$ cat config.mk
export PLATFORM = sky130hd
export DESIGN_NAME = acc_top
export DESIGN_NICKNAME = d
export VERILOG_FILES = /design/src/pkg/acc_pkg.sv /design/src/rtl/acc_top.sv
export SDC_FILE = /design/constraint.sdc
export NUM_CORES = 1
export LEC_CHECK = 0
export BUFFER_PORTS_ARGS = -buffer_cell sky130_fd_sc_hd__clkbuf_2
export CORE_UTILIZATION = 53
export DETAILED_ROUTE_END_ITERATION = 10
export PLACE_DENSITY = 0.77
export SLEW_MARGIN = 20
export SYNTH_ARGS = -nofsm -noshare
export SYNTH_HDL_FRONTEND = slang
export SYNTH_SLANG_ARGS = --single-unit
$ cat constraint.sdc
create_clock -name clk -period 4 [get_ports clk]
set_input_delay 0.6 -clock clk [delete_from_list [all_inputs] [get_ports clk]]
set_output_delay 0.6 -clock clk [all_outputs]
set_load 0.02 [all_outputs]
$ cat src/pkg/acc_pkg.sv
// package: register map, field positions and timing for the conversion control
package acc_pkg;
    localparam logic [7:0] ACC_CTRL_ADDR      = 8'hD8;
    localparam logic [7:0] ACC_CTRL_RESET     = 8'h00;
    localparam int         ACC_DONE_BIT       = 7;
    localparam int         ACC_DMA_BIT        = 6;
    localparam int         ACC_CONT_BIT       = 5;
    localparam int         ACC_SINGLE_BIT     = 4;
    localparam int         ACC_CH_MSB         = 3;
    localparam logic [3:0] ACC_CH_TEMP        = 4'h8;
    localparam logic [3:0] ACC_CH_REF         = 4'hC;
    localparam logic [3:0] ACC_CH_STOP        = 4'hF;
    localparam logic [7:0] ACC_PORT1_RESET    = 8'hFF;
    localparam int         ACC_RES_W          = 12;
    localparam logic [3:0] ACC_SAR_BITS       = 4'hC;
    localparam int         ACC_CLK_MHZ        = 50;
    localparam int         ACC_TEMP_ACQ_NS    = 1000;
    localparam logic [7:0] ACC_TEMP_ACQ_CYC   = 8'(ACC_TEMP_ACQ_NS * ACC_CLK_MHZ / 1000);
    localparam logic [1:0] ACC_PIPE_FILL      = 2'h2;
    typedef enum logic [2:0] {ACC_IDLE, ACC_FETCH, ACC_SAMPLE, ACC_CONVERT, ACC_WRITE} acc_state_t;
endpackage : acc_pkg

$ cat src/rtl/acc_top.sv
// conversion control: mode register, sample/convert sequencer, memory-driven sequence
`timescale 1ns/1ps
// ----------------------------------------------------------------
// ----------------------------------------------------------------
module acc_top import acc_pkg::*; (
    // clock and reset
    input  wire logic        clk,
    input  wire logic        arst_n,
    // special-function register port
    input  wire logic [7:0]  sfr_addr,
    input  wire logic        sfr_wr,
    input  wire logic [7:0]  sfr_wdata,
    output logic      [7:0]  sfr_rdata,
    input  wire logic [7:0]  port1_wdata,
    input  wire logic        port1_wr,
    output logic      [7:0]  port1_analog_mode,
    input  wire logic        irq_vector_ack,
    // timing configuration
    input  wire logic [7:0]  acq_cycles,
    input  wire logic [7:0]  conv_div,
    // analog front end
    output logic      [3:0]  mux_channel,
    output logic             track,
    output logic      [11:0] cap_dac,
    input  wire logic        comparator_hi,
    output logic      [11:0] result,
    output logic             result_valid,
    // external data memory
    output logic             mem_rd,
    output logic             mem_wr,
    output logic      [15:0] mem_addr,
    output logic      [15:0] mem_wdata,
    input  wire logic [15:0] mem_rdata,
    input  wire logic [15:0] dma_base_addr,
    // address-latch strobe gating
    input  wire logic        ale_in,
    output logic             ale_out
);
    // ----------------------------------------------------------------
    // reset release and input synchronisers
    // ----------------------------------------------------------------
    logic [1:0] rst_sync_q;
    logic       rst_n;
    logic       cmp_s1_q, cmp_s2_q;
    always_ff @(posedge clk or negedge arst_n) begin
        if (!arst_n) begin
            rst_sync_q <= 2'h0;
        end else begin
            rst_sync_q <= {rst_sync_q[0], 1'b1};
        end
    end
    assign rst_n = rst_sync_q[1];
    // comparator is asynchronous to clk
    always_ff @(posedge clk or negedge rst_n) begin
        if (!rst_n) begin
            cmp_s1_q <= 1'b0;
            cmp_s2_q <= 1'b0;
        end else begin
            cmp_s1_q <= comparator_hi;
            cmp_s2_q <= cmp_s1_q;
        end
    end

    // ----------------------------------------------------------------
    // state
    // ----------------------------------------------------------------
    acc_state_t  st_q, st_d;
    logic [7:0]  ctrl_q, ctrl_d, p1_q, p1_d, cnt_q, cnt_d, div_q, div_d;
    logic [3:0]  ch_q, ch_d, bit_q, bit_d, wch_q, wch_d;
    logic [11:0] sar_q, sar_d, res_q, res_d;
    logic        rv_q, rv_d, trk_q, trk_d;
    logic        rd_q, rd_d, wr_q, wr_d, ale_q, ale_d;
    logic [15:0] addr_q, addr_d, wd_q, wd_d;
    logic [1:0]  fill_q, fill_d;
    logic        ctrl_wr;
    logic [7:0]  acq_eff;

    assign ctrl_wr = sfr_wr && (sfr_addr == ACC_CTRL_ADDR);
    // the temperature monitor needs its minimum; short settings are stretched
    assign acq_eff = (ch_q == ACC_CH_TEMP && acq_cycles < ACC_TEMP_ACQ_CYC) ?
                     ACC_TEMP_ACQ_CYC : acq_cycles;

    always_comb begin
        st_d = st_q; ctrl_d = ctrl_q; p1_d = p1_q; cnt_d = cnt_q; div_d = div_q;
        ch_d = ch_q; bit_d = bit_q; wch_d = wch_q; sar_d = sar_q; res_d = res_q;
        rv_d = 1'b0; trk_d = trk_q; rd_d = 1'b0; wr_d = 1'b0;
        addr_d = addr_q; wd_d = wd_q; fill_d = fill_q;
        if (port1_wr) begin
            p1_d = port1_wdata;
        end
        if (ctrl_wr) begin
            ctrl_d = sfr_wdata;
        end
        if (irq_vector_ack) begin
            ctrl_d[ACC_DONE_BIT] = 1'b0;
        end
        unique case (st_q)
            ACC_IDLE: begin
                trk_d = 1'b0;
                if (ctrl_d[ACC_DMA_BIT]) begin
                    addr_d = dma_base_addr;
                    fill_d = 2'h0;
                    rd_d   = 1'b1;
                    st_d   = ACC_FETCH;
                end else if (ctrl_d[ACC_SINGLE_BIT] || ctrl_d[ACC_CONT_BIT]) begin
                    ch_d  = ctrl_d[ACC_CH_MSB:0];
                    cnt_d = 8'h0;
                    trk_d = 1'b1;
                    st_d  = ACC_SAMPLE;
                end
            end
            ACC_FETCH: begin
                // identifier read; convert it next, write previous meanwhile
                wch_d = ch_q;
                ch_d  = mem_rdata[15:12];
                if (mem_rdata[15:12] == ACC_CH_STOP) begin
                    ctrl_d[ACC_DMA_BIT]  = 1'b0;
                    ctrl_d[ACC_DONE_BIT] = 1'b1;
                    st_d = ACC_IDLE;
                    // last result has no later cycle to ride in, so flush it here
                    if (fill_q != 2'h0) begin
                        wr_d   = 1'b1;
                        wd_d   = {ch_q, res_q};
                        addr_d = addr_q + 16'h2;
                    end
                end else begin
                    cnt_d = 8'h0;
                    trk_d = 1'b1;
                    st_d  = ACC_SAMPLE;
                end
            end
            ACC_SAMPLE: begin
                cnt_d = cnt_q + 8'h1;
                if (cnt_q >= acq_eff) begin
                    trk_d = 1'b0;
                    sar_d = 12'h800;
                    bit_d = ACC_SAR_BITS - 4'h1;
                    div_d = 8'h0;
                    st_d  = ACC_CONVERT;
                    if (ctrl_q[ACC_DMA_BIT] && fill_q >= ACC_PIPE_FILL - 2'h1) begin
                        wr_d   = 1'b1;
                        wd_d   = {wch_q, res_q};
                        addr_d = addr_q + 16'h2;
                    end
                end
            end
            ACC_CONVERT: begin
                div_d = div_q + 8'h1;
                if (div_q >= conv_div) begin
                    div_d = 8'h0;
                    sar_d = sar_q;
                    if (cmp_s2_q) begin
                        sar_d[bit_q] = 1'b0;
                    end
                    if (bit_q != 4'h0) begin
                        sar_d[bit_q - 4'h1] = 1'b1;
                        bit_d = bit_q - 4'h1;
                    end else begin
                        res_d = sar_d;
                        rv_d  = 1'b1;
                        st_d  = ACC_WRITE;
                    end
                end
            end
            ACC_WRITE: begin
                if (ctrl_q[ACC_DMA_BIT]) begin
                    if (fill_q != 2'h3) begin
                        fill_d = fill_q + 2'h1;
                    end
                    addr_d = addr_q + 16'h2;
                    rd_d   = 1'b1;
                    st_d   = ACC_FETCH;
                end else begin
                    ctrl_d[ACC_SINGLE_BIT] = 1'b0;
                    ctrl_d[ACC_DONE_BIT]   = 1'b1;
                    st_d = ACC_IDLE;
                end
            end
            default: st_d = ACC_IDLE;
        endcase
    end

    // strobe suppressed during the memory-driven sequence
    assign ale_d = ale_in && !ctrl_q[ACC_DMA_BIT];

    always_ff @(posedge clk or negedge rst_n) begin
        if (!rst_n) begin
            st_q <= ACC_IDLE;  ctrl_q <= ACC_CTRL_RESET; p1_q <= ACC_PORT1_RESET;
            cnt_q <= 8'h0; div_q <= 8'h0; ch_q <= 4'h0; bit_q <= 4'h0; wch_q <= 4'h0;
            sar_q <= 12'h0; res_q <= 12'h0; rv_q <= 1'b0; trk_q <= 1'b0;
            rd_q <= 1'b0; wr_q <= 1'b0; addr_q <= 16'h0; wd_q <= 16'h0; fill_q <= 2'h0;
            ale_q <= 1'b0;
        end else begin
            st_q <= st_d; ctrl_q <= ctrl_d; p1_q <= p1_d; cnt_q <= cnt_d; div_q <= div_d;
            ch_q <= ch_d; bit_q <= bit_d; wch_q <= wch_d; sar_q <= sar_d; res_q <= res_d;
            rv_q <= rv_d; trk_q <= trk_d; rd_q <= rd_d; wr_q <= wr_d;
            addr_q <= addr_d; wd_q <= wd_d; fill_q <= fill_d; ale_q <= ale_d;
        end
    end

    assign sfr_rdata         = ctrl_q;
    assign port1_analog_mode = p1_q;
    assign mux_channel       = ch_q;
    assign track             = trk_q;
    assign cap_dac           = sar_q;
    assign result            = res_q;
    assign result_valid      = rv_q;
    assign mem_rd            = rd_q;
    assign mem_wr            = wr_q;
    assign mem_addr          = addr_q;
    assign mem_wdata         = wd_q;
    assign ale_out           = ale_q;

    // ----------------------------------------------------------------
    // checks
    // ----------------------------------------------------------------
    AST_SINGLE_CLR: assert property (@(posedge clk) disable iff (!rst_n)
        (st_q == ACC_WRITE && !ctrl_q[ACC_DMA_BIT] && !irq_vector_ack)
        |=> (!ctrl_q[ACC_SINGLE_BIT] || $past(ctrl_wr)) && ctrl_q[ACC_DONE_BIT])
        else $error("single bit not cleared or flag not set");
    AST_ALE_GATE: assert property (@(posedge clk) disable iff (!rst_n)
        ctrl_q[ACC_DMA_BIT] |=> !ale_out)
        else $error("strobe active during DMA");
    AST_STOP_END: assert property (@(posedge clk) disable iff (!rst_n)
        (st_q == ACC_FETCH && mem_rdata[15:12] == ACC_CH_STOP && !ctrl_wr)
        |=> !ctrl_q[ACC_DMA_BIT] && st_q == ACC_IDLE)
        else $error("stop code did not end DMA");
    AST_VEC_CLR: assert property (@(posedge clk) disable iff (!rst_n)
        (irq_vector_ack && st_q != ACC_WRITE && st_q != ACC_FETCH && !ctrl_wr)
        |=> !ctrl_q[ACC_DONE_BIT])
        else $error("vector did not clear flag");
    AST_HOLD: assert property (@(posedge clk) disable iff (!rst_n)
        st_q == ACC_CONVERT |-> !track)
        else $error("tracking during conversion");
    AST_DMA_CH: assert property (@(posedge clk) disable iff (!rst_n)
        (st_q == ACC_FETCH) |=> mux_channel == $past(mem_rdata[15:12]))
        else $error("DMA channel not from memory");
    AST_DONE_SET: assert property (@(posedge clk) disable iff (!rst_n)
        $rose(ctrl_q[ACC_DONE_BIT]) |-> $past(st_q) inside {ACC_WRITE, ACC_FETCH}
        || $past(ctrl_wr))
        else $error("flag set without completion");
    AST_TEMP_ACQ: assert property (@(posedge clk) disable iff (!rst_n)
        (st_q == ACC_SAMPLE && ch_q == ACC_CH_TEMP && cnt_q < ACC_TEMP_ACQ_CYC)
        |=> track)
        else $error("temperature acquisition too short");
endmodule : acc_top
# ---- Yosys cells after proc, flatten, opt, wreduce, memory -nomap -nowiden
# Cells that the tools add are included.
dict set report op_classes {
  add_sub_neg 5
  magnitude_cmp 8
  n_eq_ne 22
  muxes 74
  bitwise 4
  n_reduce_logical 28
}
# operator count
set ops {}
lappend ops {{2-to-1 mux 16 bit} 10}
lappend ops {{2-to-1 mux 12 bit} 6}
lappend ops {{one-hot mux 16 bit (4 select lines)} 1}
lappend ops {{2-to-1 mux 8 bit} 7}
lappend ops {{one-hot mux 16 bit (2 select lines)} 1}
lappend ops {{!= test 2 bit (second input constant)} 14}
lappend ops {{one-hot mux 12 bit (2 select lines)} 1}
lappend ops {{one-hot mux 8 bit (3 select lines)} 1}
lappend ops {{2-to-1 mux 1 bit} 21}
lappend ops {{2-to-1 mux 4 bit} 5}
lappend ops {{adder 16 x 2 -> 16 bit (second input constant)} 1}
lappend ops {{adder 8 x 1 -> 8 bit (second input constant)} 2}
lappend ops {{>= comparator 8 bit} 2}
lappend ops {{one-hot mux 4 bit (2 select lines)} 2}
lappend ops {{one-hot mux 8 bit (2 select lines)} 1}
lappend ops {{AND reduction 4 bit} 4}
lappend ops {{2-to-1 mux 3 bit} 5}
lappend ops {{one-hot mux 3 bit (5 select lines)} 1}
lappend ops {{AND 12 bit} 1}
lappend ops {{NOT 12 bit} 1}
lappend ops {{bitwise OR 12 bit} 1}
lappend ops {{AND reduction 3 bit} 4}
lappend ops {{less-than comparator 4 x 5 -> 1 bit (second input constant)} 2}
lappend ops {{2-to-1 mux 2 bit} 5}
lappend ops {{other kinds (26)} 42}
dict set report totals {
  reg_bits 114
  input_bits 79
  output_inout_bits 81
}

# ---- Depth between registers and ports, before layout
# Gate-level depths: netlist of run 1.
dict set report depth {
  ltp_word 13
  ltp_mapped 12
  mapped_depth_nobuf 11
}

# ---- Least setup slack after synthesis of run 1
# OpenSTA, ideal clock, no wires.
dict set report synth_path {
  kind {input to register}
  startpoint {input acq_cycles[6]}
  endpoint {register wd_q[10] (netlist: mem_wdata[10])}
  t_arrival_ns 3.295
  required_ns 3.873
  setup_slack_ns 0.577
  cell_stages 12
  path_buffers 1
  path_cell_list {nor4_1 and3_1 nand2_1 and2_1 ha_1 nand2b_1 a2111oi_0 o41ai_4 a31oi_4 nor4_4 buf_6 mux2_1}
}
dict set report synth_between {
  elab_chain_len 6
}
# item line
set synth_lines {}
lappend synth_lines {{start: declaration} acc_top.sv:19} ;# input wire logic [7:0] acq_cycles,
lappend synth_lines {{less-than comparator 8 x 6 -> 1 bit} acc_top.sv:80} ;# assign acq_eff = (ch_q == ACC_CH_TEMP && acq_cycles < ACC_TEMP_ACQ_CYC) ?
lappend synth_lines {{logical AND 1 bit} acc_top.sv:80}
lappend synth_lines {{2-to-1 mux 8 bit *} acc_top.sv:80}
lappend synth_lines {{>= comparator 8 bit *} acc_top.sv:134} ;# if (cnt_q >= acq_eff) begin
lappend synth_lines {{!= test 2 bit (no source line) *} --}
lappend synth_lines {{AND reduction 5 bit (no source line) *} --}
lappend synth_lines {{end signal: assignment} acc_top.sv:197} ;# addr_q <= addr_d; wd_q <= wd_d; fill_q <= fill_d; ale_q <= ale_d;
lappend synth_lines {{end: declaration} acc_top.sv:73} ;# logic [15:0] addr_q, addr_d, wd_q, wd_d;
# Mark *: on every way between the ends. The rest lies on a longest branch, timed or not.
# A chain may end at the register's enable or synchronous reset.

# ---- Worst setup path in the final report of run 1
dict set report layout_path {
  startpoint {register ch_q[0] (netlist: mux_channel[0])}
  endpoint {register sar_q[6] (netlist: cap_dac[6])}
}
dict set report layout_between {
  elab_chain_len 6
}
# item line
set layout_lines {}
lappend layout_lines {{start: declaration} acc_top.sv:69} ;# logic [3:0] ch_q, ch_d, bit_q, bit_d, wch_q, wch_d;
lappend layout_lines {{start signal: assignment} acc_top.sv:195} ;# ch_q <= ch_d; bit_q <= bit_d; wch_q <= wch_d; sar_q <= sar_d; res_q <= res_d;
lappend layout_lines {{== test 4 bit} acc_top.sv:80}
lappend layout_lines {{logical AND 1 bit} acc_top.sv:80}
lappend layout_lines {{2-to-1 mux 8 bit} acc_top.sv:80}
lappend layout_lines {{>= comparator 8 bit} acc_top.sv:134}
lappend layout_lines {{!= test 2 bit (no source line)} --}
lappend layout_lines {{AND reduction 3 bit (no source line)} --}
lappend layout_lines {{end signal: assignment} acc_top.sv:195}
lappend layout_lines {{end: declaration} acc_top.sv:70} ;# logic [11:0] sar_q, sar_d, res_q, res_d;
# No other way between the ends.

==> impl_metrics.csv, run 1 <==
group,metric,value,unit
status,outcome,"finished clean",
clock_tree,cts_sinks,114,
cells_and_area,drive_gt1_share,30.8,%
power,leakage,0.00367,uW
yosys,yosys.area.top_type,"dfrtp_1",
yosys,ys_warn_count,0,
global_route,met1_usage,33.5,%
floorplan,die_w,109,um
yosys,ys.flop_type,"dfrtp_1",
global_route,grt_start_max_net_pins,52,
power,p_sw,1870,uW
global_route,grt_pass1_wl,24.2,mm
yosys,seq_area_frac_synth,47.3,%
global_route,grtUsageTotal,26.5,%
power,p_comb_share,32.6,%
floorplan,die_area,11800,sq um
floorplan,fp.coreArea,11000,sq um
yosys,synth_nets,736,
yosys,synth_edf_count,0,
yosys,synth_top_area_share,43.9,%
cells_and_area,area_growth,22.9,%
placement,finalWeightedCongestion,0.863,
sta,finClkSkew,8.13,ps
yosys,synthCells,632,
routing,drt-pass1-iter-count,5,
routing,drc_errors,0,
power,pwr_density_cell,633,nW/um^2
cells_and_area,fin_area,7430,sq um
routing,viasPerCell,5.73,
floorplan,start_util,55.1,%
worst_setup_path,critPathKind,"reg -> reg",
sta,slew_headroom,27.2,%
power,intPower,2840,uW
worst_setup_path,critPathLaunchType,"flop",
worst_setup_path,required,4280,ps
yosys,syn_area,6050,sq um
floorplan,die_height,109,um
clock_tree,numCtsBuffers,17,
floorplan,rows,38,
power,vdd_ir_drop_max,0.383,mV
worst_setup_path,worst_ep_arrival_time,3920,ps
clock_tree,clock_path_buffers,2,
placement,portBuffers,147,
power,p_seq_share,36.6,%
cells_and_area,fin_util,67.7,%
clock_tree,htreeDepth,4,
floorplan,io_pins,160,
clock_tree,insertion_delay,410,ps
power,swShare,39.7,%
placement,post_dp_cell_area,6850,sq um
global_route,grtUsageMet3,6.52,%
yosys,synth_cell_types,57,
global_route,use_met2,45.0,%
sta,fin_hold_ws,288,ps
placement,dpl.hpwl,10.8,mm
clock_tree,cts_tree,"done",
clock_tree,clk_pin_slew,60,ps
yosys,yosysMostFrequentCell,"dfrtp_1",
sta,fin_crit_sh,91.1,%
job,cap_violations,0,
cells_and_area,final_cell_count_no_fill,919,
routing,totalWireLength,14.7,mm
global_route,grt_pass1_vias,5024,
routing,dr_total_vias,5263,
worst_setup_path,cp-end-kind,"flop",
clock_tree,cts_setup_buffers,0,
worst_setup_path,cp_max_fo,17,
sta,fmax,274,MHz
cells_and_area,diodes,0,
power,p_clk_share,30.8,%
sta,finalHoldViolations,0,
global_route,grt-ovfl-total,0,
sta,fin_crit,3640,ps
yosys,avgSynthCellArea,9.57,sq um
placement,numPlacedInstances,886,
sta,rsz0062_at_grt,"no",
sta,maxSlewViolCount,0,
sta,tightest_slew,1080,ps
worst_setup_path,rrSetupSlack,360,ps
clock_tree,clock-root-buffer,"clkbuf_16",
worst_hold_path,min_path_type,"in -> reg",
routing,wl_per_cell,16.0,um
routing,drtIter0Drc,320,
yosys,yosys-top-cells-count,"106 x dfrtp_1, 69 x o21ai_0, 65 x nand2_1",
yosys,synth_seq_cells,114,
sta,setup_viol,0,
global_route,antenna_found_initial,0,
global_route,grt_busiest_layer,"met2",
cells_and_area,fin_nets,870,
routing,ant_nets,0,
yosys,postSynth.asyncResetShare,100,%
yosys,synthTopCellsByArea,"dfrtp_1 44%, mux2_2 5.8%, o21ai_0 5.7%",
per-layer routing:
metal / up-vias / share of wire, % / wire, um
li1: 2531 / - / -
met5: - / 0 / 0
met3: 25 / 6.0 / 887
met1: 2533 / 43 / 6280
met2: 174 / 50 / 7380
met4: 0 / 1.2 / 178
layout make-up:
type | instances | area, sq um
fillers | 851 | 3550
multi-input cells | 450 | 2900
flip-flops and latches | 114 | 2870
repair buffers | 156 | 818
clock buffers | 17 | 425
well taps | 140 | 175
clock inverters | 15 | 146
inverters | 27 | 101
sequential cells by signal (all words and copies together), names as in the netlist, 2 cells and up:
register / cells
bit_q: 4
cap_dac: 12
cnt_q: 8
div_q: 8
fill_q: 2
mem_addr: 16
mem_wdata: 16
mux_channel: 4
port1_analog_mode: 8
result: 12
rst_sync_q: 2
sfr_rdata: 8
st_q: 3
wch_q: 4
cell families (layout without fill, tap and decap cells):
group	after synthesis	count (layout)	share of synthesized area [%]
other	1	1	0.0620
AOI/OAI and AO/OA	183	183	18.9
adders and majority gates	25	25	5.17
xor gates and xnor gates	3	3	0.435
and+or+nand+nor	195	195	15.1
muxes	43	43	7.84
DFF	114	114	47.3
buffers and inverters	68	215	5.17
worst max-delay path, cell delays in order (launching register included):
cell and delay, ps:
dfrtp_1 450, nor4_1 270, and3_1 240, nand2_1 100, and2_1 190, ha_1 260, nand2b_1 140, a2111oi_1 680
o41ai_4 250, a22oi_2 580, nand3b_1 250, o21ai_0 100
power groups by stage:
stage	Sequential (uW)	Combinational (uW)	Clock, uW
floorplan	1810	956	0
global placement	1710	1460	0
CTS	1720	1540	1470
global route	1760	1710	1530
finish	1720	1530	1450
detailed placement	1730	1520	0
what timing repair did:
action	4_1_cts	5_1_grt
hold endpoints to repair	2	0
hold buffers	1	0
setup endpoints to repair	0	6
resized for setup	0	1
cells in the final DEF, fill, tap and decap left out, drive strengths merged, types with 2 or more instances in the layout:
master / n
a2111oi: 2
a21oi: 41
a22o: 7
a22oi: 2
a2bb2oi: 5
a31oi: 18
and3: 8
buf: 8
clkbuf: 164
clkinv: 5
dfrtp: 106
dfstp: 8
ha: 25
inv: 35
mux2: 35
mux2i: 8
nand2: 65
nand2b: 8
nand3: 18
nand3b: 2
nand4: 5
nor2: 50
nor2b: 2
nor3: 16
nor4: 5
o211ai: 2
o21a: 6
o21ai: 72
o22a: 2
o22ai: 7
o31ai: 9
o32a: 2
o41ai: 2
or2: 3
or3: 9
xor2: 2
per-stage QoR:
stage / power [uW] / setup WS (ps) / setup TNS (ps)
after floorplan: 2760 / 577 / 0
after detailed placement: 3260 / -101 / -531
after global placement: 3180 / 130 / 0
final: 4710 / 356 / 0
after global routing: 5000 / 128 / 0
after CTS: 4720 / 126 / 0
final timing paths:
path,from,to,cells after the start
worst max register to register,mux_channel[0]$_DFFE_PN0P_,cap_dac[6]$_DFFE_PN0P_,11
worst max-delay path,mux_channel[0]$_DFFE_PN0P_,cap_dac[6]$_DFFE_PN0P_,11
worst min register to register,cmp_s1_q$_DFF_PN0_,cmp_s2_q$_DFF_PN0_,0
max in group asynchronous,rst_sync_q[1]$_DFF_PN0_,port1_analog_mode[6]$_DFFE_PN1P_,1
worst min-delay path,comparator_hi,cmp_s1_q$_DFF_PN0_,1
min in group asynchronous,rst_sync_q[1]$_DFF_PN0_,cap_dac[7]$_DFFE_PN0P_,0
Power figures use the tool's default switching activity.
==> inputs of run 2 (changes only) <==
--- a/config.mk
+++ b/config.mk
@@ -6,9 +6,13 @@
 export NUM_CORES = 1
 export LEC_CHECK = 0
 export BUFFER_PORTS_ARGS = -buffer_cell sky130_fd_sc_hd__clkbuf_2
-export CORE_UTILIZATION = 53
+export CELL_PAD_IN_SITES_DETAIL_PLACEMENT = 1
+export CELL_PAD_IN_SITES_GLOBAL_PLACEMENT = 1
+export CORE_UTILIZATION = 41
+export CTS_BUF_LIST = sky130_fd_sc_hd__clkbuf_2 sky130_fd_sc_hd__clkbuf_4 sky130_fd_sc_hd__clkbuf_8
 export DETAILED_ROUTE_END_ITERATION = 10
-export PLACE_DENSITY = 0.77
+export PLACE_DENSITY = 0.79
+export SKIP_CTS_REPAIR_TIMING = 1
 export SLEW_MARGIN = 20
 export SYNTH_ARGS = -nofsm -noshare
 export SYNTH_HDL_FRONTEND = slang
==> impl_metrics.csv, run 2 (synthesized netlist as in run 1, its figures left out) <==
group,metric,value,unit
global_route,grt_busiest_layer,"met2",
power,pwr_density_cell,596,nW/um^2
power,vdd_ir_drop_max,0.286,mV
worst_setup_path,cp-end-kind,"flop",
global_route,antenna_found_initial,0,
global_route,use_met2,39.9,%
worst_setup_path,reg2reg_from,"mux_channel[0]$_DFFE_PN0P_",
sta,setup_viol,0,
floorplan,io_pins,160,
clock_tree,clk_pin_slew,70,ps
sta,fmax,273,MHz
global_route,grt_pass1_vias,5577,
worst_setup_path,cpLargestDelayFamily,"compound AO/OA/AOI/OAI gates",
global_route,grtUsageMet3,5.49,%
status,outcome,"finished clean",
floorplan,start_util,41.8,%
placement,numPlacedInstances,930,
floorplan,fp.coreArea,14500,sq um
placement,finalWeightedCongestion,0.845,
routing,dr_total_vias,5416,
routing,drtIter0Drc,365,
worst_setup_path,rrSetupSlack,340,ps
placement,post_dp_cell_area,6900,sq um
worst_setup_path,cp_max_fo,17,
worst_setup_path,critPathLaunchType,"flop",
cells_and_area,diodes,0,
clock_tree,clock-root-buffer,"clkbuf_8",
cells_and_area,drive_gt1_share,30.8,%
worst_setup_path,critPathBufInv,0,
placement,portBuffers,147,
worst_setup_path,required,4310,ps
sta,tightest_slew,986,ps
worst_setup_path,critPathKind,"reg -> reg",
clock_tree,insertion_delay,460,ps
floorplan,die_height,123,um
cells_and_area,final_cell_count_no_fill,963,
routing,viasPerCell,5.62,
worst_hold_path,worstHoldStart,"comparator_hi",
cells_and_area,fin_nets,870,
sta,rsz0062_at_grt,"no",
sta,fin_hold_ws,256,ps
global_route,met1_usage,29.0,%
worst_hold_path,holdPathEnd,"cmp_s1_q$_DFF_PN0_",
sta,slew_headroom,34.0,%
global_route,grt_start_max_net_pins,62,
worst_setup_path,r2r_end,"cap_dac[2]$_DFFE_PN0P_",
clock_tree,cts_sinks,114,
routing,drc_errors,0,
sta,setup_ws,336,ps
routing,wl_per_cell,17.7,um
clock_tree,numCtsBuffers,17,
power,leakage,0.00357,uW
sta,finalHoldViolations,0,
global_route,grt-ovfl-total,0,
job,cap_violations,0,
cells_and_area,fin_area,7290,sq um
routing,drt-pass1-iter-count,5,
placement,dp_slack,-84.6,ps
clock_tree,clock_path_buffers,2,
power,finalPower,4340,uW
global_route,grt_pass1_wl,27.8,mm
sta,finClkSkew,14.0,ps
placement,dpl.hpwl,12.6,mm
floorplan,die_area,15200,sq um
floorplan,rows,44,
sta,maxSlewViolCount,0,
worst_setup_path,slowest_delay,630,ps
worst_setup_path,worst_ep_arrival_time,3980,ps
worst_setup_path,worst-r2r-cell-count,11,
cells_and_area,area_growth,20.5,%
worst_setup_path,path_cells,"nor4_1 -> and3_1 -> nand2_1 -> and2_1 -> ha_1 -> nand2b_1 -> a2111oi_1 -> o41ai_4 -> a22oi_2 -> nand3b_1 -> o21ai_0",
sta,fin_crit_sh,91.6,%
global_route,grtUsageTotal,23.8,%
clock_tree,htreeDepth,4,
routing,ant_nets,0,
sta,fin_crit,3660,ps
routing,totalWireLength,17.0,mm
clock_tree,cts_tree,"done",
worst_hold_path,hold_depth,1,
worst_hold_path,min_path_type,"in -> reg",
floorplan,die_w,123,um
cells_and_area,layout_commonest_cell,"clkbuf_2",
worst_setup_path,cp_slowest_cell,"a2111oi_1",
cells_and_area,final_cell_mix,"147 x clkbuf_2, 105 x dfrtp_1, 69 x o21ai_0",
-- run 2: cell types whose count changed in the layout (fill, tap and decap cells not counted), sizes merged --
cell / previous run / this run
clkinv: 5 / 4
inv: 35 / 31
clkinvlp: 1 / 5
clkbuf: 164 / 165
-- run 2: how the worst max path moves through the flow --
stage,startpoint,end,slack [ps],cells after the start
detailed placement,acq_cycles[6],cap_dac[5]$_DFFE_PN0P_,-80,12
global route,mux_channel[0]$_DFFE_PN0P_,cap_dac[2]$_DFFE_PN0P_,80,11
floorplan,acq_cycles[6],mem_wdata[10]$_DFFE_PN0P_,580,12
finish,mux_channel[0]$_DFFE_PN0P_,cap_dac[2]$_DFFE_PN0P_,340,11
global placement,acq_cycles[6],cap_dac[6]$_DFFE_PN0P_,170,12
CTS,mux_channel[0]$_DFFE_PN0P_,cap_dac[5]$_DFFE_PN0P_,150,11
-- run 2: final cells by class --
type / count / area [sq um]
Clock buffer: 18 / 241
Clock inverter: 14 / 130
Fill cell: 1726 / 7190
Inverter: 27 / 101
Multi-Input combinational cell: 450 / 2900
Sequential cell: 114 / 2870
Tap cell: 184 / 230
Timing Repair Buffer: 156 / 818
-- run 2: report_power, final --
| group | switching [uW] | internal, uW |
|---|---|---|
| logic | 1010 | 570 |
| clock network | 525 | 502 |
| registers | 335 | 1400 |
| total | 1870 | 2470 |
-- run 2: through the flow --
step / util (%) / TNS [ps]
floorplan: - / 0
global placement: 47.7 / 0
detailed placement: 47.7 / -485
CTS: 50.2 / 0
global route: 50.3 / 0
finish: 50.3 / 0
-- run 2: routing by layer --
layer	vias up	routed length [um]
met4	0	408
met3	30	810
met5	-	0
met1	2708	7230
met2	144	8600
li1	2534	-
==> inputs of run 3 (changes only) <==
--- a/config.mk
+++ b/config.mk
@@ -11,7 +11,7 @@
 export CORE_UTILIZATION = 41
 export CTS_BUF_LIST = sky130_fd_sc_hd__clkbuf_2 sky130_fd_sc_hd__clkbuf_4 sky130_fd_sc_hd__clkbuf_8
 export DETAILED_ROUTE_END_ITERATION = 10
-export PLACE_DENSITY = 0.79
+export PLACE_DENSITY = 0.85
 export SKIP_CTS_REPAIR_TIMING = 1
 export SLEW_MARGIN = 20
 export SYNTH_ARGS = -nofsm -noshare
==> impl_metrics.csv, run 3 (synthesized netlist as in run 1, its figures left out) <==
group,metric,value,unit
clock_tree,numCtsBuffers,17,
sta,slew_headroom,40.9,%
cells_and_area,final_cell_count_no_fill,965,
worst_setup_path,cp-end-kind,"flop",
cells_and_area,fin_area,7310,sq um
cells_and_area,area_growth,20.8,%
worst_setup_path,startpoint,"mux_channel[0]$_DFFE_PN0P_",
worst_setup_path,critPathLaunchType,"flop",
power,p_sw,1860,uW
floorplan,die_height,123,um
cells_and_area,layout_commonest_cell,"clkbuf_2",
worst_setup_path,rrSetupSlack,390,ps
clock_tree,clk_pin_slew,80,ps
routing,drt-pass1-iter-count,4,
worst_hold_path,hold_depth,1,
global_route,grtUsageTotal,24.7,%
sta,fin_crit_sh,90.4,%
worst_setup_path,critPathKind,"reg -> reg",
placement,finalWeightedCongestion,0.835,
routing,dr_total_vias,5422,
cells_and_area,fin_nets,872,
clock_tree,htreeDepth,4,
cells_and_area,diodes,0,
global_route,grt_start_max_net_pins,64,
floorplan,start_util,41.8,%
worst_setup_path,reg2reg_from,"mux_channel[0]$_DFFE_PN0P_",
power,leakage,0.00359,uW
floorplan,io_pins,160,
routing,viasPerCell,5.62,
cells_and_area,multi_input_area,2900,sq um
power,pwr_density_cell,603,nW/um^2
global_route,grt_pass1_vias,5752,
worst_setup_path,cp_slowest_cell,"a2111oi_1",
routing,drc_errors,0,
power,p_seq_share,39.3,%
power,swShare,42.3,%
sta,fin_hold_ws,263,ps
global_route,antenna_found_initial,0,
worst_setup_path,path_cells,"nor4_1 -> and3_1 -> nand2_1 -> and2_1 -> ha_1 -> nand2b_1 -> a2111oi_1 -> o41ai_4 -> a22oi_2 -> nand3b_1 -> o21ai_0",
sta,rsz0062_at_grt,"no",
clock_tree,clock-root-buffer,"clkbuf_8",
global_route,grt-ovfl-total,0,
sta,fmax,277,MHz
power,intPower,2540,uW
sta,finalSetupTns,0,ps
sta,maxSlewViolCount,0,
sta,finClkSkew,18.1,ps
power,p_comb_share,36.3,%
routing,wl_per_cell,18.6,um
routing,ant_nets,0,
floorplan,fp.coreArea,14500,sq um
worst_setup_path,worst_ep_arrival_time,3930,ps
placement,numPlacedInstances,932,
worst_hold_path,min_path_type,"in -> reg",
sta,finalHoldViolations,0,
worst_setup_path,r2r_end,"cap_dac[10]$_DFFE_PN0P_",
worst_setup_path,crit_end,"cap_dac[10]$_DFFE_PN0P_",
placement,dpl.hpwl,13.0,mm
global_route,grt_pass1_wl,28.6,mm
floorplan,die_w,123,um
worst_setup_path,cp_max_fo,17,
worst_setup_path,critPathBufInv,0,
floorplan,die_area,15200,sq um
sta,setup_viol,0,
job,cap_violations,0,
clock_tree,cts_tree,"done",
clock_tree,cts_sinks,114,
sta,fin_crit,3610,ps
placement,post_dp_cell_area,6900,sq um
clock_tree,clock_path_buffers,2,
sta,tightest_slew,887,ps
power,vdd_ir_drop_max,0.367,mV
cells_and_area,drive_gt1_share,31.0,%
power,p_clk_share,24.3,%
worst_setup_path,worst-r2r-cell-count,11,
floorplan,rows,44,
worst_setup_path,cpLargestDelayFamily,"compound AO/OA/AOI/OAI gates",
routing,totalWireLength,17.9,mm
worst_setup_path,slowest_delay,640,ps
cells_and_area,num-fill-cells,1704,
worst_setup_path,crit_cells,11,
cells_and_area,seq_area,2870,sq um
routing,drtIter0Drc,310,
worst_setup_path,required,4320,ps
status,outcome,"finished clean",
placement,portBuffers,147,
clock_tree,insertion_delay,460,ps
cells_and_area,final_cell_mix,"147 x clkbuf_2, 105 x dfrtp_1, 69 x o21ai_0",
cells_and_area,fin_util,50.5,%
-- run 3: cell type report --
cell class,count,area share [%]
clock buffer,19,3.41
clock inverter,13,1.92
inverter,27,1.39
multi-input combinational,450,39.7
sequential,114,39.2
tap,184,3.15
timing repair buffer,158,11.2
-- run 3: power by group through the flow --
stage / logic (uW) / registers, uW / clock network [uW]
floorplan: 956 / 1810 / 0
global placement: 1500 / 1720 / 0
detailed placement: 1590 / 1750 / 0
CTS: 1600 / 1730 / 1090
global route: 1780 / 1780 / 1140
finish: 1600 / 1730 / 1070
-- run 3: metrics by stage --
stage          worst slack, ps  power [uW]
2_1_floorplan              577        2760
3_3_place_gp               139        3210
3_5_place_dp             -51.3        3340
4_1_cts                    183        4420
5_1_grt                   62.9        4700
6_report                   386        4410
-- run 3: worst min-delay path by stage --
stage                                          to  slack, ps               start
after floorplan           rst_sync_q[0]$_DFF_PN0_        300              arst_n
after CTS                 rst_sync_q[1]$_DFF_PN0_       -100              arst_n
after global routing           cmp_s1_q$_DFF_PN0_        240       comparator_hi
after global placement         cmp_s2_q$_DFF_PN0_        330  cmp_s1_q$_DFF_PN0_
after detailed placement       cmp_s2_q$_DFF_PN0_        340  cmp_s1_q$_DFF_PN0_
final                          cmp_s1_q$_DFF_PN0_        260       comparator_hi
-- run 3: per-layer routing --
layer  global-route usage (%)  share of wire, %  up-vias
li1                         -                 -     2527
met1                     28.9                41     2705
met2                     43.0                52      156
met3                     6.04               5.0       34
met4                     10.2               2.6        0
met5                        0                 0        -
-- run 3: worst reg2reg max path, delay by kind of cell, from the launching register on --
family | cells | cell delay (ps)
compound gates | 4 | 1570
flops | 1 | 440
fa+ha+maj | 1 | 260
simple gates | 6 | 1190
